===== src/design/tcct_pkg.sv =====
// Constants, field layouts and carrier types of the three channel
// capture timer. Assumes one AHB-Lite master and a single 250 MHz clock.
// ********************************************************************
// What this block does
// Three independent channels, each with its own 16-bit up-counter; channel 2 also counts down when phase counting.
// Each channel picks its clock: undivided, /2, /4, /8 or four pins.
// Each channel has registers A and B, each compare or capture.
// Match drives pin 0, 1 or toggle; channel 2 never toggles.
// Capture copies the counter on rising, falling or both pin edges.
// Counter clears on a match or capture of its own A or B.
// Synchronised counters load a preset and clear together.
// PWM mode gives a duty set by A and B; sync gives three phases.
// The PWM waveform leaves on the pin belonging to register A.
// Only channel 2 has phase counting of a two-phase encoder.
// Phase A comes on external clock pin A, phase B on pin B.
// Counters and general registers are accessed as whole 16-bit words.
// Software may set every timer output pin level before counting.
// Each channel has enabled requests for A, B and overflow: nine.
// Match and capture events go out as pattern controller triggers.
// Pin A serves register A and pin B serves register B.
// A started counter adds one per clock edge, flags wrap to zero.
// Start bit 0 halts, 1 counts; all start bits reset to 0.
// Sync bit 0 runs alone; 1 joins synchronous preset and clear.
// ********************************************************************
package tcct_pkg;
   localparam int TCCT_NCH = 3;
   localparam int TCCT_CNT_W = 16;
   localparam int TCCT_DEC_W = 8;
   // Register offsets, byte addresses of aligned words.
   localparam logic [7:0] TCCT_OFF_START = 8'h00;
   localparam logic [7:0] TCCT_OFF_SYNC = 8'h04;
   localparam logic [7:0] TCCT_OFF_MODE = 8'h08;
   localparam logic [7:0] TCCT_OFF_OUTLVL = 8'h0c;
   localparam logic [7:0] TCCT_OFF_IRQ_STAT = 8'h10;
   localparam logic [7:0] TCCT_OFF_IRQ_CLR = 8'h14;
   localparam logic [7:0] TCCT_OFF_IRQ_EN = 8'h18;
   // Channel c occupies the 16-byte block whose high nibble is base + c.
   localparam logic [3:0] TCCT_CH_BASE = 4'h2;
   localparam logic [1:0] TCCT_SUB_CTRL = 2'h0;
   localparam logic [1:0] TCCT_SUB_CNT = 2'h1;
   localparam logic [1:0] TCCT_SUB_GRA = 2'h2;
   localparam logic [1:0] TCCT_SUB_GRB = 2'h3;
   // Field positions.
   localparam int TCCT_MODE_PHASE_BIT = 3;
   localparam int TCCT_LVL_B_LSB = 3;
   localparam int TCCT_IRQ_A = 0;
   localparam int TCCT_IRQ_B = 1;
   localparam int TCCT_IRQ_OVF = 2;
   localparam int TCCT_IRQ_PER_CH = 3;
   localparam int TCCT_IRQ_W = 9;
   localparam int TCCT_CTRL_W = 11;
   // Clock select codes; codes 4 to 7 pick external pin A to D.
   localparam logic [2:0] TCCT_CLK_DIV1 = 3'h0;
   localparam logic [2:0] TCCT_CLK_DIV2 = 3'h1;
   localparam logic [2:0] TCCT_CLK_DIV4 = 3'h2;
   localparam logic [2:0] TCCT_CLK_DIV8 = 3'h3;
   // Compare actions (io bit 2 low) and capture edges (io bit 2 high).
   localparam logic [1:0] TCCT_CMP_NONE = 2'h0;
   localparam logic [1:0] TCCT_CMP_LOW = 2'h1;
   localparam logic [1:0] TCCT_CMP_HIGH = 2'h2;
   localparam logic [1:0] TCCT_CMP_TOGGLE = 2'h3;
   localparam logic [1:0] TCCT_CAP_RISE = 2'h0;
   localparam logic [1:0] TCCT_CAP_FALL = 2'h1;
   // Counter clear sources.
   localparam logic [1:0] TCCT_CLR_A = 2'h1;
   localparam logic [1:0] TCCT_CLR_B = 2'h2;
   // Reset values, counter limit and bus response code.
   localparam logic [15:0] TCCT_CNT_RST = 16'h0000;
   localparam logic [15:0] TCCT_CNT_MAX = 16'hffff;
   localparam logic [15:0] TCCT_GR_RST = 16'hffff;
   localparam logic [1:0] TCCT_HRESP_OKAY = 2'h0;

   // Per channel control word; io fields: bit 2 selects capture.
   typedef struct packed {
      logic [2:0] io_b;
      logic [2:0] io_a;
      logic [1:0] clr_sel;
      logic [2:0] clk_sel;
   } tcct_ctrl_s;

   // Trigger pulses to the pattern output controller.
   typedef struct packed {
      logic [TCCT_NCH-1:0] b;
      logic [TCCT_NCH-1:0] a;
   } tcct_trig_s;
endpackage


===== src/design/tcct_timer.sv =====
// Three channel 16-bit capture/compare timer with an AHB-Lite slave.
// Assumes a single master, whole-word transfers, and asynchronous pins
// that are synchronised here before any logic reads them.
`timescale 1ns/1ps
module tcct_timer (
   input wire logic hclk,
   input wire logic hresetn,
   input wire logic hsel,
   input wire logic [31:0] haddr,
   input wire logic [1:0] htrans,
   input wire logic hwrite,
   input wire logic [2:0] hsize,
   input wire logic [31:0] hwdata,
   input wire logic hready,
   output logic hreadyout,
   output logic [1:0] hresp,
   output logic [31:0] hrdata,
   input wire logic ext_clock_pin_a,
   input wire logic ext_clock_pin_b,
   input wire logic ext_clock_pin_c,
   input wire logic ext_clock_pin_d,
   input wire logic [2:0] channel_pin_a_i,
   output logic [2:0] channel_pin_a_o,
   output logic [2:0] channel_pin_a_oe,
   input wire logic [2:0] channel_pin_b_i,
   output logic [2:0] channel_pin_b_o,
   output logic [2:0] channel_pin_b_oe,
   output tcct_pkg::tcct_trig_s pattern_output_controller_trig,
   output logic irq
);
   localparam int NCH = tcct_pkg::TCCT_NCH;
   localparam int CW = tcct_pkg::TCCT_CNT_W;
   localparam int IPC = tcct_pkg::TCCT_IRQ_PER_CH;

   // ****************************************************************
   // Bus slave
   // ****************************************************************
   logic [7:0] addr_ff;
   logic wr_ff;
   logic rd_wait_ff;
   logic [31:0] hrdata_ff;
   logic [31:0] nxt_rdata;
   logic accept;
   logic [2:0] start_ff;
   logic [2:0] sync_ff;
   logic [2:0] pwm_ff;
   logic phase_ff;
   logic [2:0] lvl_a_ff;
   logic [2:0] lvl_b_ff;
   logic [8:0] stat_ff;
   logic [8:0] en_ff;
   logic [8:0] stat_set;
   logic [CW-1:0] cnt_ff [NCH];
   logic [CW-1:0] gra_ff [NCH];
   logic [CW-1:0] grb_ff [NCH];
   tcct_pkg::tcct_ctrl_s ctrl_ff [NCH];
   logic [NCH-1:0] wr_ch;
   logic wr_top;

   assign accept = hsel & htrans[1] & hready;
   // Reads take one wait state so that read data leave a flip-flop.
   assign hreadyout = ~rd_wait_ff;
   assign hresp = tcct_pkg::TCCT_HRESP_OKAY;
   assign hrdata = hrdata_ff;

   // Address phase capture; hsize is not checked, only words are used.
   always_ff @(posedge hclk or negedge hresetn) begin
      if (!hresetn) begin
         addr_ff <= 8'h00;
         wr_ff <= 1'b0;
         rd_wait_ff <= 1'b0;
      end else begin
         if (accept) begin
            addr_ff <= haddr[7:0];
         end
         wr_ff <= accept & hwrite;
         rd_wait_ff <= accept & ~hwrite;
      end
   end

   // Read data are sampled during the wait state of a read.
   always_ff @(posedge hclk or negedge hresetn) begin
      if (!hresetn) begin
         hrdata_ff <= 32'h0000_0000;
      end else if (rd_wait_ff) begin
         hrdata_ff <= nxt_rdata;
      end
   end

   assign wr_top = wr_ff & (addr_ff[7:4] == 4'h0 || addr_ff[7:4] == 4'h1);

   // Read multiplexer; unmapped words and the clear register read zero.
   always_comb begin
      nxt_rdata = 32'h0000_0000;
      unique case (addr_ff)
         tcct_pkg::TCCT_OFF_START: nxt_rdata[2:0] = start_ff;
         tcct_pkg::TCCT_OFF_SYNC: nxt_rdata[2:0] = sync_ff;
         tcct_pkg::TCCT_OFF_MODE: begin
            nxt_rdata[2:0] = pwm_ff;
            nxt_rdata[tcct_pkg::TCCT_MODE_PHASE_BIT] = phase_ff;
         end
         tcct_pkg::TCCT_OFF_OUTLVL: nxt_rdata[5:0] = {lvl_b_ff, lvl_a_ff};
         tcct_pkg::TCCT_OFF_IRQ_STAT: nxt_rdata[8:0] = stat_ff;
         tcct_pkg::TCCT_OFF_IRQ_EN: nxt_rdata[8:0] = en_ff;
         default: begin
            for (int c = 0; c < NCH; c++) begin
               if (addr_ff[7:4] == tcct_pkg::TCCT_CH_BASE + 4'(c)) begin
                  unique case (addr_ff[3:2])
                     tcct_pkg::TCCT_SUB_CTRL:
                        nxt_rdata[tcct_pkg::TCCT_CTRL_W-1:0] = ctrl_ff[c];
                     tcct_pkg::TCCT_SUB_CNT: nxt_rdata[CW-1:0] = cnt_ff[c];
                     tcct_pkg::TCCT_SUB_GRA: nxt_rdata[CW-1:0] = gra_ff[c];
                     tcct_pkg::TCCT_SUB_GRB: nxt_rdata[CW-1:0] = grb_ff[c];
                  endcase
               end
            end
         end
      endcase
   end

   // Common control registers; start bits reset to halted.
   always_ff @(posedge hclk or negedge hresetn) begin
      if (!hresetn) begin
         start_ff <= 3'h0;
         sync_ff <= 3'h0;
         pwm_ff <= 3'h0;
         phase_ff <= 1'b0;
         en_ff <= 9'h000;
      end else if (wr_top) begin
         if (addr_ff == tcct_pkg::TCCT_OFF_START) begin
            start_ff <= hwdata[2:0];
         end
         if (addr_ff == tcct_pkg::TCCT_OFF_SYNC) begin
            sync_ff <= hwdata[2:0];
         end
         // Channels 0 and 1 have no phase logic, so they ignore it.
         if (addr_ff == tcct_pkg::TCCT_OFF_MODE) begin
            pwm_ff <= hwdata[2:0];
            phase_ff <= hwdata[tcct_pkg::TCCT_MODE_PHASE_BIT];
         end
         if (addr_ff == tcct_pkg::TCCT_OFF_IRQ_EN) begin
            en_ff <= hwdata[8:0];
         end
      end
   end

   // ****************************************************************
   // Pin synchronisers and prescaler
   // ****************************************************************
   logic [3:0] ext_s1_ff;
   logic [3:0] ext_s2_ff;
   logic [3:0] ext_s3_ff;
   logic [2:0] pa_s1_ff, pa_s2_ff, pa_s3_ff;
   logic [2:0] pb_s1_ff, pb_s2_ff, pb_s3_ff;
   logic [2:0] presc_ff;
   logic [3:0] ext_rise;

   // Two stages cross into hclk; the third stage only serves edges.
   always_ff @(posedge hclk or negedge hresetn) begin
      if (!hresetn) begin
         ext_s1_ff <= 4'h0;
         ext_s2_ff <= 4'h0;
         ext_s3_ff <= 4'h0;
         pa_s1_ff <= 3'h0;
         pa_s2_ff <= 3'h0;
         pa_s3_ff <= 3'h0;
         pb_s1_ff <= 3'h0;
         pb_s2_ff <= 3'h0;
         pb_s3_ff <= 3'h0;
      end else begin
         ext_s1_ff <= {ext_clock_pin_d, ext_clock_pin_c,
                       ext_clock_pin_b, ext_clock_pin_a};
         ext_s2_ff <= ext_s1_ff;
         ext_s3_ff <= ext_s2_ff;
         pa_s1_ff <= channel_pin_a_i;
         pa_s2_ff <= pa_s1_ff;
         pa_s3_ff <= pa_s2_ff;
         pb_s1_ff <= channel_pin_b_i;
         pb_s2_ff <= pb_s1_ff;
         pb_s3_ff <= pb_s2_ff;
      end
   end

   // Free running divider shared by all channels.
   always_ff @(posedge hclk or negedge hresetn) begin
      if (!hresetn) begin
         presc_ff <= 3'h0;
      end else begin
         presc_ff <= presc_ff + 3'h1;
      end
   end

   assign ext_rise = ext_s2_ff & ~ext_s3_ff;

   // Quadrature decode on pins A and B for channel 2.
   logic qa_step;
   logic qa_up;
   assign qa_step = (ext_s2_ff[0] ^ ext_s3_ff[0]) |
                    (ext_s2_ff[1] ^ ext_s3_ff[1]);
   assign qa_up = ~(ext_s3_ff[0] ^ ext_s2_ff[1]);

   // ****************************************************************
   // Channels
   // ****************************************************************
   logic [NCH-1:0] tick, inc, dec, ld_req, own_clr, clr, load;
   logic [NCH-1:0] match_a, match_b, cap_a, cap_b, ev_a, ev_b, ovf;
   logic sync_clr_any;
   logic sync_load_any;

   // A synchronised preset or clear reaches every synchronised counter.
   assign sync_clr_any = |(own_clr & sync_ff);
   assign sync_load_any = |(ld_req & sync_ff);
   assign clr = own_clr | (sync_ff & {NCH{sync_clr_any}});
   assign load = ld_req | (sync_ff & {NCH{sync_load_any}});

   for (genvar c = 0; c < NCH; c++) begin : g_ch
      tcct_pkg::tcct_ctrl_s ct;
      logic [1:0] edg_a, edg_b;
      logic sel_a, sel_b;
      assign ct = ctrl_ff[c];
      assign wr_ch[c] = wr_ff &
                        (addr_ff[7:4] == tcct_pkg::TCCT_CH_BASE + 4'(c));
      assign ld_req[c] = wr_ch[c] & (addr_ff[3:2] == tcct_pkg::TCCT_SUB_CNT);

      // Clock source choice.
      always_comb begin
         unique case (ct.clk_sel)
            tcct_pkg::TCCT_CLK_DIV1: tick[c] = 1'b1;
            tcct_pkg::TCCT_CLK_DIV2: tick[c] = presc_ff[0];
            tcct_pkg::TCCT_CLK_DIV4: tick[c] = &presc_ff[1:0];
            tcct_pkg::TCCT_CLK_DIV8: tick[c] = &presc_ff;
            default: tick[c] = ext_rise[ct.clk_sel[1:0]];
         endcase
      end

      // Phase counting replaces the clock only on channel 2.
      if (c == 2) begin : g_phase
         assign inc[c] = start_ff[c] & (phase_ff ? qa_step & qa_up : tick[c]);
         assign dec[c] = start_ff[c] & phase_ff & qa_step & ~qa_up;
      end else begin : g_plain
         assign inc[c] = start_ff[c] & tick[c];
         assign dec[c] = 1'b0;
      end

      // Compare fires on the edge that leaves the matching value.
      assign match_a[c] = (inc[c] | dec[c]) & (~ct.io_a[2] | pwm_ff[c]) &
                          (cnt_ff[c] == gra_ff[c]);
      assign match_b[c] = (inc[c] | dec[c]) & (~ct.io_b[2] | pwm_ff[c]) &
                          (cnt_ff[c] == grb_ff[c]);
      // Edge selection for capture.
      assign edg_a = {pa_s2_ff[c] & ~pa_s3_ff[c], ~pa_s2_ff[c] & pa_s3_ff[c]};
      assign edg_b = {pb_s2_ff[c] & ~pb_s3_ff[c], ~pb_s2_ff[c] & pb_s3_ff[c]};
      assign sel_a = (ct.io_a[1:0] == tcct_pkg::TCCT_CAP_RISE) ? edg_a[1] :
                     (ct.io_a[1:0] == tcct_pkg::TCCT_CAP_FALL) ? edg_a[0] :
                     |edg_a;
      assign sel_b = (ct.io_b[1:0] == tcct_pkg::TCCT_CAP_RISE) ? edg_b[1] :
                     (ct.io_b[1:0] == tcct_pkg::TCCT_CAP_FALL) ? edg_b[0] :
                     |edg_b;
      assign cap_a[c] = ct.io_a[2] & ~pwm_ff[c] & sel_a;
      assign cap_b[c] = ct.io_b[2] & ~pwm_ff[c] & sel_b;
      assign ev_a[c] = match_a[c] | cap_a[c];
      assign ev_b[c] = match_b[c] | cap_b[c];
      // Own clear from A or B only.
      assign own_clr[c] = (ct.clr_sel == tcct_pkg::TCCT_CLR_A & ev_a[c]) |
                          (ct.clr_sel == tcct_pkg::TCCT_CLR_B & ev_b[c]);
      assign ovf[c] = (inc[c] & cnt_ff[c] == tcct_pkg::TCCT_CNT_MAX) |
                      (dec[c] & cnt_ff[c] == tcct_pkg::TCCT_CNT_RST);

      // Counter: preset beats clear, clear beats counting.
      always_ff @(posedge hclk or negedge hresetn) begin
         if (!hresetn) begin
            cnt_ff[c] <= tcct_pkg::TCCT_CNT_RST;
         end else if (load[c]) begin
            cnt_ff[c] <= hwdata[CW-1:0];
         end else if (clr[c]) begin
            cnt_ff[c] <= tcct_pkg::TCCT_CNT_RST;
         end else if (inc[c]) begin
            cnt_ff[c] <= cnt_ff[c] + 16'h0001;
         end else if (dec[c]) begin
            cnt_ff[c] <= cnt_ff[c] - 16'h0001;
         end
      end

      // General registers; a capture wins over a bus write.
      always_ff @(posedge hclk or negedge hresetn) begin
         if (!hresetn) begin
            gra_ff[c] <= tcct_pkg::TCCT_GR_RST;
            grb_ff[c] <= tcct_pkg::TCCT_GR_RST;
            ctrl_ff[c] <= '0;
         end else begin
            if (cap_a[c]) begin
               gra_ff[c] <= cnt_ff[c];
            end else if (wr_ch[c] &&
                         addr_ff[3:2] == tcct_pkg::TCCT_SUB_GRA) begin
               gra_ff[c] <= hwdata[CW-1:0];
            end
            if (cap_b[c]) begin
               grb_ff[c] <= cnt_ff[c];
            end else if (wr_ch[c] &&
                         addr_ff[3:2] == tcct_pkg::TCCT_SUB_GRB) begin
               grb_ff[c] <= hwdata[CW-1:0];
            end
            if (wr_ch[c] && addr_ff[3:2] == tcct_pkg::TCCT_SUB_CTRL) begin
               ctrl_ff[c] <= hwdata[tcct_pkg::TCCT_CTRL_W-1:0];
            end
         end
      end

      // Pin levels: software preset, PWM, then compare actions.
      always_ff @(posedge hclk or negedge hresetn) begin
         if (!hresetn) begin
            lvl_a_ff[c] <= 1'b0;
            lvl_b_ff[c] <= 1'b0;
         end else if (wr_top && addr_ff == tcct_pkg::TCCT_OFF_OUTLVL) begin
            lvl_a_ff[c] <= hwdata[c];
            lvl_b_ff[c] <= hwdata[tcct_pkg::TCCT_LVL_B_LSB + c];
         end else begin
            if (pwm_ff[c]) begin
               // Rise at A, fall at B; B wins when both meet.
               if (match_b[c]) begin
                  lvl_a_ff[c] <= 1'b0;
               end else if (match_a[c]) begin
                  lvl_a_ff[c] <= 1'b1;
               end
            end else if (match_a[c]) begin
               unique case (ct.io_a[1:0])
                  tcct_pkg::TCCT_CMP_NONE: lvl_a_ff[c] <= lvl_a_ff[c];
                  tcct_pkg::TCCT_CMP_LOW: lvl_a_ff[c] <= 1'b0;
                  tcct_pkg::TCCT_CMP_HIGH: lvl_a_ff[c] <= 1'b1;
                  tcct_pkg::TCCT_CMP_TOGGLE: lvl_a_ff[c] <= (c == 2) ? 1'b1 :
                                                           ~lvl_a_ff[c];
               endcase
            end
            if (match_b[c] && !pwm_ff[c]) begin
               unique case (ct.io_b[1:0])
                  tcct_pkg::TCCT_CMP_NONE: lvl_b_ff[c] <= lvl_b_ff[c];
                  tcct_pkg::TCCT_CMP_LOW: lvl_b_ff[c] <= 1'b0;
                  tcct_pkg::TCCT_CMP_HIGH: lvl_b_ff[c] <= 1'b1;
                  tcct_pkg::TCCT_CMP_TOGGLE: lvl_b_ff[c] <= (c == 2) ? 1'b1 :
                                                           ~lvl_b_ff[c];
               endcase
            end
         end
      end

      // Drive a pin only while it is an active compare or PWM output.
      assign channel_pin_a_oe[c] = pwm_ff[c] | (~ct.io_a[2] &
                           (ct.io_a[1:0] != tcct_pkg::TCCT_CMP_NONE));
      assign channel_pin_b_oe[c] = ~ct.io_b[2] &
                           (ct.io_b[1:0] != tcct_pkg::TCCT_CMP_NONE);
      assign stat_set[c*IPC + tcct_pkg::TCCT_IRQ_A] = ev_a[c];
      assign stat_set[c*IPC + tcct_pkg::TCCT_IRQ_B] = ev_b[c];
      assign stat_set[c*IPC + tcct_pkg::TCCT_IRQ_OVF] = ovf[c];
   end

   assign channel_pin_a_o = lvl_a_ff;
   assign channel_pin_b_o = lvl_b_ff;

   // ****************************************************************
   // Interrupts and triggers
   // ****************************************************************
   logic [8:0] stat_clr;
   assign stat_clr = (wr_top && addr_ff == tcct_pkg::TCCT_OFF_IRQ_CLR) ?
                     hwdata[8:0] : 9'h000;

   // A new event in the clearing cycle survives.
   always_ff @(posedge hclk or negedge hresetn) begin
      if (!hresetn) begin
         stat_ff <= 9'h000;
      end else begin
         stat_ff <= (stat_ff & ~stat_clr) | stat_set;
      end
   end

   assign irq = |(stat_ff & en_ff);

   // Registered one-cycle trigger pulses.
   always_ff @(posedge hclk or negedge hresetn) begin
      if (!hresetn) begin
         pattern_output_controller_trig <= '0;
      end else begin
         pattern_output_controller_trig.a <= ev_a;
         pattern_output_controller_trig.b <= ev_b;
      end
   end
endmodule


===== config.mk =====
export PLATFORM = sky130hd
export DESIGN_NAME = tcct_timer
export DESIGN_NICKNAME = d
export VERILOG_FILES = /design/src/design/tcct_pkg.sv /design/src/design/tcct_timer.sv
export SDC_FILE = /design/constraint.sdc
export NUM_CORES = 1
export LEC_CHECK = 0
export BUFFER_PORTS_ARGS = -buffer_cell sky130_fd_sc_hd__buf_2
export CAP_MARGIN = 5
export CORE_MARGIN = 8
export CORE_UTILIZATION = 50
export CTS_CLUSTER_DIAMETER = 150
export DETAILED_ROUTE_END_ITERATION = 8
export PLACE_DENSITY = 0.71
export SLEW_MARGIN = 10
export SYNTH_ARGS = -nofsm -noshare
export SYNTH_HDL_FRONTEND = slang
export SYNTH_SLANG_ARGS = --single-unit

===== constraint.sdc =====
create_clock -name hclk -period 4.2 [get_ports hclk]
set_input_delay 0.42 -clock hclk [delete_from_list [all_inputs] [get_ports hclk]]
set_output_delay 0.42 -clock hclk [all_outputs]
set_load 0.005 [all_outputs]

==> results of run 1 <==
area by class of cell:
class | count | share of cell area [%]
Clock buffer | 48 | 5.18
Clock inverter | 13 | 0.691
Inverter | 33 | 0.658
Multi-Input combinational cell | 1242 | 49.2
Sequential cell | 276 | 37.3
Tap cell | 448 | 2.98
Timing Repair Buffer | 122 | 4.00
worst max-delay path, stage by stage (launching register included):
cell and delay [ns]:
dfrtp_1 0.44, ha_1 0.28, ha_1 0.23, nor2b_1 0.14, a211o_1 0.28, a32o_1 0.26, nand2_2 0.14, ha_1 0.29
a2111o_1 0.45, or2_2 0.30, o221ai_1 0.27, nand3b_1 0.13, a21oi_1 0.20, xor2_1 0.15, o21ai_0 0.08, a22o_1 0.19
state kept, by name, indices dropped and copies added (netlist names), 6 cells and up:
| name | count |
|---|---|
| stat_ff | 9 |
| gra_ff | 48 |
| grb_ff | 48 |
| hrdata | 16 |
| addr_ff | 8 |
| pattern_output_controller_trig | 6 |
| en_ff | 9 |
| ctrl_ff | 33 |
| cnt_ff | 48 |
per-layer routing:
metal  vias up  wire (µm)
met1      6902      21900
met2       722      23300
met3       156       5020
li1       6156          -
met4         4       2610
met5         -         25
power by group:
part / switching, mW / internal [mW]
logic: 1.78 / 1.64
registers: 0.909 / 3.46
clock network: 1.16 / 1.75
total: 3.84 / 6.84
cells by family after synthesis:
logic type      after synthesis  synth area share (%)
simple gates                462                  12.9
buf+inv                     202                  5.04
flops                       276                  41.3
compound gates              396                  16.0
fa+ha+maj                    33                  2.47
xor+xnor                    105                  5.41
mux                         228                  16.8
other cells                   1                0.0220
worst paths after layout:
check	endpoint	slack, ns	depth (start not counted)
worst max-delay path	cnt_ff[13]	0.25	15
worst min-delay path	pb_s1_ff[2]	0.01	1
worst max register to register	cnt_ff[13]	0.25	15
worst min register to register	pa_s2_ff[2]	0.35	0
max in group asynchronous	addr_ff[3]	2.60	3
min in group asynchronous	hrdata[14]	0.46	2
metrics by stage:
step	setup WS (ns)	hold slack, ns	power [mW]
finish	0.250	0.0140	10.7
CTS	0.182	0.00435	10.7
global placement	0.300	0.335	7.60
floorplan	0.221	0.124	6.64
global route	0.0715	0.00213	11.2
detailed placement	0.231	0.339	7.73
repair_timing:
item	CTS	global route
hold endpoints to repair	38	0
hold buffers	1	0
resized for setup	0	2
endpoints found under the setup margin	0	2
layout by cell type (no fill, tap or decap), types with 32 or more instances in the layout:
cell type	Yosys	layout
dfrtp_1	180	178
nor2_1	167	165
a21oi_1	163	163
nand2_1	112	111
mux2i_1	106	106
dfstp_2	96	96
mux2_2	84	84
buf_2	10	74
xnor2_1	59	59
xor2_1	46	46
buf_4	19	45
mux4_2	38	38
nand3_1	37	37
clkbuf_16	0	35
inv_1	33	33
ha_1	32	32
==> flow_metrics.py, run 1 <==
metrics = {
    "global_routing": {
        "grt_pass1_vias": 13600,
        "overflow": 0,
        "met2_usage_pct": 38.0,
        "grt_usage_pct": 25.6,
        "antenna_found_initial": 2,
        "grt_util_met1_pct": 35.2,
        "met3_usage_pct": 5.74,
        "grt-busiest-layer": "met2",
        "grt_first_pass_wirelength_mm": 82.0,
        "grt_max_degree": 116,
    },
    "worst_hold_path": {
        "hold_class": "primary input to flip-flop",
        "hold_start": "channel_pin_b_i[2]",
    },
    "detailed_routing": {
        "ant_nets": 0,
        "drt_iter0_markers": 1337,
        "wl_per_cell_um": 24.2,
        "drt_first_pass_iters": 5,
        "wl_mm": 52.8,
        "vias": 13900,
        "viasPerCell": 6.39,
        "drc": 0,
    },
    "yosys": {
        "yosys.area.top_type": "dfrtp_1",
        "synth_seq_cells": 276,
        "synth_edf_count": 0,
        "synthTopCellsByArea": "dfrtp_1 26%, dfstp_2 15%, mux2i_1 6.2%",
        "syn_area_per_cell_um2": 9.99,
        "synthCells": 1703,
        "ys_types": 79,
        "yosysMostFrequentCell": "dfrtp_1",
        "syn-cell-area_mm2": 0.0170,
        "yosysTopAreaCellShare_pct": 26.5,
        "synthFlopType": "dfrtp_1",
        "synth_commonest_cells": "180 x dfrtp_1, 167 x nor2_1, 163 x a21oi_1",
        "synth_warnings": 0,
        "synth-seq-area-share_pct": 41.3,
        "async_flop_share_pct": 100,
    },
    "floorplan": {
        "die_w_um": 200,
        "design.portCount": 138,
        "core_region_area_mm2": 0.0335,
        "dieArea_mm2": 0.0402,
        "die_h_um": 200,
        "start_util_pct": 50.7,
        "rows": 67,
    },
    "sta": {
        "post-route-period-util_pct": 94.0,
        "max-slew-margin-rel_pct": 30.1,
        "rsz0062_at_grt": "no",
        "min_period_ns": 3.95,
        "setup_viol": 0,
        "setup_tns_ns": 0,
        "fin_skew_ns": 0.0169,
        "hold_viol_final": 0,
        "worstMarginPinSlew_ns": 1.05,
        "slew_violations": 0,
        "max_freq_mhz": 253,
    },
    "clock_network": {
        "cts-htree-levels": 2,
        "cts_tree": "done",
        "cts.sinks": 276,
        "cts.path.max_buffers": 3,
        "clk_latency_ns": 0.51,
        "postCtsSetupBuffers": 0,
        "cts_made_buffers": 34,
        "clk_pin_slew_ns": 0.06,
        "cts_root_buf": "clkbuf_16",
    },
    "power": {
        "p_per_area_mw_per_mm2": 568,
        "ir_worst_vdd_mv": 0.289,
        "leakage_nw": 7.96,
    },
    "place": {
        "placed_cells": 2120,
        "portBuffers": 75,
        "dpl.hpwl_mm": 36.5,
        "gp_congestion": 0.919,
        "place_area_mm2": 0.0177,
    },
    "cells_and_area": {
        "nNetsFinal": 1826,
        "fin_area_mm2": 0.0188,
        "area_delta_synth_final_pct": 10.7,
        "utilization_pct": 56.1,
        "seq_area_mm2": 0.00703,
        "n_antenna_cell": 0,
        "stdcell_count": 2182,
        "drive_gt1_share_pct": 24.3,
        "multiInputGateArea_mm2": 0.00926,
        "fillerInstances": 2922,
    },
    "critical_path": {
        "cp_max_fo": 5,
        "end_kind": "flip-flop",
        "startpoint_type": "flip-flop",
        "crit_type": "flip-flop to flip-flop",
        "r2r-start": "presc_ff[0]",
        "worstPathArrival_ns": 4.33,
        "cp.required_ns": 4.58,
        "setup.worst_path.start": "presc_ff[0]",
    },
    "run": {
        "cap_viol_max_count": 0,
    },
    "outcome": {
        "status": "finished clean",
    },
}
Note: power is estimated with default switching activity, not from simulation.
==> inputs of run 2 (changes only) <==
- CTS_BUF_LIST: unset -> sky130_fd_sc_hd__clkbuf_8
- RECOVER_POWER: unset -> 25
==> flow_metrics.py, run 2 (same netlist as run 1, synthesis figures left out) <==
metrics = {
    "place": {
        "gp_congestion": 0.919,
        "portBuffers": 75,
        "dpl.hpwl_mm": 36.5,
    },
    "floorplan": {
        "dieArea_mm2": 0.0402,
        "core_region_area_mm2": 0.0335,
        "die_h_um": 200,
        "die_w_um": 200,
        "rows": 67,
        "start_util_pct": 50.7,
        "design.portCount": 138,
    },
    "cells_and_area": {
        "most-common-layout-cells": "180 x dfrtp_1, 165 x nor2_1, 163 x a21oi_1",
        "utilization_pct": 56.2,
        "drive_gt1_share_pct": 24.6,
        "final_common_cell": "dfrtp_1",
        "n_antenna_cell": 0,
        "nNetsFinal": 1852,
        "area_delta_synth_final_pct": 10.9,
        "reg_top3": "cnt_ff x48, gra_ff x48, grb_ff x48",
    },
    "sta": {
        "max_freq_mhz": 251,
        "worstMarginPinSlew_ns": 2.86,
        "rsz0062_at_grt": "no",
        "fin_hold_ws_ns": 0.0626,
        "post-route-period-util_pct": 95.0,
        "hold_viol_final": 0,
        "min_period_ns": 3.99,
        "max-slew-margin-rel_pct": -90.4,
        "fin_skew_ns": 0.0308,
        "setup_viol": 0,
        "slew_violations": 155,
        "setup_tns_ns": 0,
    },
    "detailed_routing": {
        "drc": 0,
        "drt_first_pass_iters": 5,
        "ant_nets": 0,
        "wl_mm": 53.2,
        "vias": 14100,
        "drt_iter0_markers": 1395,
        "wl_per_cell_um": 23.9,
        "viasPerCell": 6.33,
    },
    "clock_network": {
        "cts_hold_buf": 12,
        "ctsResizeCount": 0,
        "cts_tree": "done",
        "cts_made_buffers": 49,
        "cts_root_buf": "clkbuf_8",
        "cts.sinks": 276,
        "cts-htree-levels": 2,
        "clk_pin_slew_ns": 0.06,
        "postCtsSetupBuffers": 0,
        "cts.path.max_buffers": 3,
        "clk_latency_ns": 0.60,
    },
    "power": {
        "p_int_mw": 6.57,
        "p_per_area_mw_per_mm2": 552,
        "power_mw": 10.4,
        "leakage_nw": 8.06,
        "ir_worst_vdd_mv": 0.230,
        "p_clk_share_pct": 25.3,
        "pwr-share-comb_pct": 32.8,
        "p_switching_mw": 3.85,
        "sw_frac_of_total_pct": 36.9,
        "seqPwrFrac_pct": 41.8,
    },
    "global_routing": {
        "overflow": 0,
        "grt_usage_pct": 25.8,
        "grt_first_pass_wirelength_mm": 82.6,
        "antenna_found_initial": 4,
        "grt_pass1_vias": 13800,
        "grt_max_degree": 116,
    },
    "critical_path": {
        "end_kind": "flip-flop",
        "crit_type": "flip-flop to flip-flop",
        "r2r-start": "presc_ff[0]",
        "setup.worst_path.start": "presc_ff[0]",
        "r2r_cells": 15,
        "cp_slowest_cell": "a2111o_1",
        "cp_top_family": "compound AO/OA/AOI/OAI gates",
        "worstPathArrival_ns": 4.48,
        "cp_max_fo": 5,
        "cp_common_cell": "ha_1",
        "cp.required_ns": 4.69,
        "cp_cell_sequence": "ha_1 > ha_1 > nor2b_1 > a211o_1 > a32o_1 > nand2_1 > ha_1 > a2111o_1 > or2_2 > o221ai_1 > nand3b_1 > a21oi_1 > xor2_1 > o21ai_0 > a22o_1",
        "worst-path-stages": 15,
        "startpoint_type": "flip-flop",
        "r2r_slack_ns": 0.21,
        "r2r_end": "cnt_ff[13]",
        "critPathBufInv": 0,
        "crit_path_end": "cnt_ff[13]",
        "cpPeakStageDelay_ns": 0.45,
    },
    "worst_hold_path": {
        "hold_start": "haddr[5]",
        "hold_class": "primary input to flip-flop",
    },
    "run": {
        "cap_viol_max_count": 2,
    },
    "outcome": {
        "violations": "capacitance limit, slew limit",
        "status": "finished with violations",
    },
}
==> run 2: changes by cell type in the layout (fill, tap and decap cells not counted), sizes merged <==
cell,previous run,this run
clkbuf,48,70
inv,35,52
dlygate4sd3,1,12
buf,121,118
clkinv,7,4
bufinv,2,1
clkinvlp,2,1
==> run 2: power by group through the flow <==
stage                     clock network [mW]  logic (mW)  registers [mW]
after floorplan                            0        2.80            3.84
after global placement                     0        3.26            4.34
after detailed placement                   0        3.35            4.37
after CTS                               2.68        3.38            4.33
after global routing                    2.80        3.72            4.44
final                                   2.64        3.42            4.36
==> run 2: metrics by stage <==
stage / worst slack [ns] / cells / instance area, µm²
floorplan: 0.221 / 1720 / 17100
global placement: 0.300 / 2120 / 17700
detailed placement: 0.231 / 2120 / 17700
CTS: 0.226 / 2224 / 18900
global route: 0.0152 / 2224 / 18900
finish: 0.209 / 2224 / 18900
==> run 2: worst min path at each step <==
stage               cells after the start  slack [ns]          end
floorplan                               0        0.12   addr_ff[0]
global placement                        0        0.34  pb_s2_ff[2]
detailed placement                      0        0.34  pb_s2_ff[2]
CTS                                     2        0.03   addr_ff[5]
global route                            2        0.05   addr_ff[2]
finish                                  2        0.06   addr_ff[5]
==> run 2: cell type report <==
class | count | area, µm²
Sequential cell | 276 | 7030
Clock buffer | 67 | 922
Multi-Input combinational cell | 1242 | 9250
Tap cell | 448 | 561
Fill cell | 2917 | 14700
Inverter | 33 | 124
Clock inverter | 25 | 129
Timing Repair Buffer | 133 | 846
==> run 2: per-layer routing <==
| metal | share of wire (%) | vias to the layer above | GRT usage [%] |
|---|---|---|---|
| met5 | 0.096 | - | 0 |
| met4 | 4.7 | 8 | 11.9 |
| met3 | 9.8 | 152 | 6.16 |
| met2 | 44 | 721 | 38.7 |
| met1 | 41 | 6977 | 35.0 |
| li1 | - | 6231 | - |
==> inputs of run 3 (changes only) <==
- PLACE_DENSITY: 0.71 -> 0.68
- REMOVE_ABC_BUFFERS: unset -> 1
- clock period: 4.2 -> 4 ns (I/O delays scaled with it)
==> flow_metrics.py, run 3 (same netlist as run 1, synthesis figures left out) <==
metrics = {
    "clock_network": {
        "postCtsSetupBuffers": 0,
        "cts_made_buffers": 50,
        "cts_tree": "done",
        "cts_root_buf": "clkbuf_8",
        "clk_pin_slew_ns": 0.06,
        "cts.path.max_buffers": 3,
        "cts.sinks": 276,
        "cts-htree-levels": 2,
        "clk_latency_ns": 0.59,
    },
    "power": {
        "power_mw": 11.1,
        "p_per_area_mw_per_mm2": 584,
        "leakage_nw": 8.10,
        "ir_worst_vdd_mv": 0.406,
    },
    "sta": {
        "post-route-period-util_pct": 94.0,
        "fin_skew_ns": 0.0201,
        "max_freq_mhz": 266,
        "setup_viol": 0,
        "hold_viol_final": 0,
        "setup_ws_ns": 0.241,
        "min_period_ns": 3.76,
        "slew_violations": 55,
        "max-slew-margin-rel_pct": -118,
        "worstMarginPinSlew_ns": 3.27,
    },
    "place": {
        "gp_congestion": 0.962,
        "place_ws_ns": 0.140,
        "place_area_mm2": 0.0178,
        "portBuffers": 75,
        "dpl.hpwl_mm": 36.5,
    },
    "critical_path": {
        "end_kind": "flip-flop",
        "cp_top_family": "compound AO/OA/AOI/OAI gates",
        "worstPathArrival_ns": 4.26,
        "r2r-start": "presc_ff[0]",
        "cpPeakStageDelay_ns": 0.37,
        "setup.worst_path.start": "presc_ff[0]",
        "cp_cell_sequence": "ha_1 > ha_1 > nor2b_1 > a211o_1 > a32o_1 > nand2_2 > buf_4 > ha_1 > nor2b_1 > o31a_1 > o2111ai_1 > a21boi_1 > o31a_1 > a21oi_1 > o211ai_1 > a2bb2oi_1",
        "critPathBufInv": 1,
        "crit_type": "flip-flop to flip-flop",
        "cp_max_fo": 7,
        "cp_common_cell": "ha_1",
        "startpoint_type": "flip-flop",
        "r2r_slack_ns": 0.24,
        "cp.required_ns": 4.50,
        "cp_slowest_cell": "dfrtp_1",
    },
    "floorplan": {
        "die_w_um": 200,
        "rows": 67,
        "die_h_um": 200,
        "start_util_pct": 50.7,
        "core_region_area_mm2": 0.0335,
        "dieArea_mm2": 0.0402,
        "design.portCount": 138,
    },
    "detailed_routing": {
        "drt_iter0_markers": 1331,
        "wl_per_cell_um": 23.7,
        "drt_first_pass_iters": 6,
        "vias": 13800,
        "wl_mm": 52.8,
        "drc": 0,
        "viasPerCell": 6.21,
        "ant_nets": 0,
    },
    "outcome": {
        "violations": "capacitance limit, slew limit",
        "status": "finished with violations",
    },
    "global_routing": {
        "grt_max_degree": 117,
        "grt_usage_pct": 25.7,
        "antenna_found_initial": 0,
        "overflow": 0,
        "grt_pass1_vias": 13900,
        "grt_first_pass_wirelength_mm": 82.6,
    },
    "worst_hold_path": {
        "hold_class": "primary input to flip-flop",
        "hold_start": "haddr[6]",
    },
    "cells_and_area": {
        "drive_gt1_share_pct": 25.0,
        "fin_area_mm2": 0.0190,
        "nNetsFinal": 1856,
        "fillerInstances": 2962,
        "final_common_cell": "dfrtp_1",
        "n_antenna_cell": 0,
        "area_delta_synth_final_pct": 11.5,
        "reg_top3": "cnt_ff x48, gra_ff x48, grb_ff x48",
        "most-common-layout-cells": "179 x dfrtp_1, 165 x nor2_1, 163 x a21oi_1",
        "utilization_pct": 56.6,
    },
    "run": {
        "cap_viol_max_count": 1,
    },
}
## run 3: repair_timing
item | in CTS | in global routing
endpoints found under the hold margin | 49 | 0
setup endpoints to repair | 0 | 5
resized for setup | 0 | 4
hold buffers | 12 | 0
## run 3: layout make-up
cell class              instances  area [µm²]  area share, %
clock buffers                  64         881           4.64
repair buffers                136         895           4.72
well taps                     448         561           2.96
multi-input cells            1242        9270           48.9
flip-flops and latches        276        7030           37.1
inverters                      33         124          0.653
clock inverters                29         203           1.07
## run 3: through the flow
| step | hold WS (ns) | std cells | setup TNS, ns |
|---|---|---|---|
| 2_1_floorplan | 0.104 | 1551 | -11.65 |
| 3_3_place_gp | 0.334 | 2123 | 0 |
| 3_5_place_dp | 0.335 | 2123 | 0 |
| 4_1_cts | 0.0215 | 2228 | 0 |
| 5_1_grt | 0.0396 | 2228 | -0.00146 |
| 6_report | 0.0507 | 2228 | 0 |
## run 3: per-layer routing
metal | track usage [%] | wire length (µm) | vias up | part of all wire [%]
met1 | 33.8 | 21800 | 6898 | 41
met2 | 41.0 | 24600 | 571 | 47
li1 | - | - | 6217 | -
met4 | 12.5 | 2550 | 0 | 4.8
met3 | 4.32 | 3780 | 151 | 7.2
met5 | 0 | 0 | - | 0
## run 3: path summary, 6_finish.rpt
check | to | cells after the start
setup / recovery | cnt_ff[12] | 16
hold / removal | addr_ff[6] | 2
setup reg to reg | cnt_ff[12] | 16
hold reg to reg | pa_s2_ff[2] | 0
max in group asynchronous | pa_s3_ff[1] | 2
min in group asynchronous | pa_s1_ff[0] | 2
## run 3: power breakdown
| group | switching [mW] | internal (mW) | total (mW) | leakage, nW |
|---|---|---|---|---|
| clock network | 1.25 | 1.63 | 2.88 | 0.628 |
| registers | 0.943 | 3.63 | 4.57 | 3.16 |
| logic | 1.88 | 1.74 | 3.62 | 4.32 |
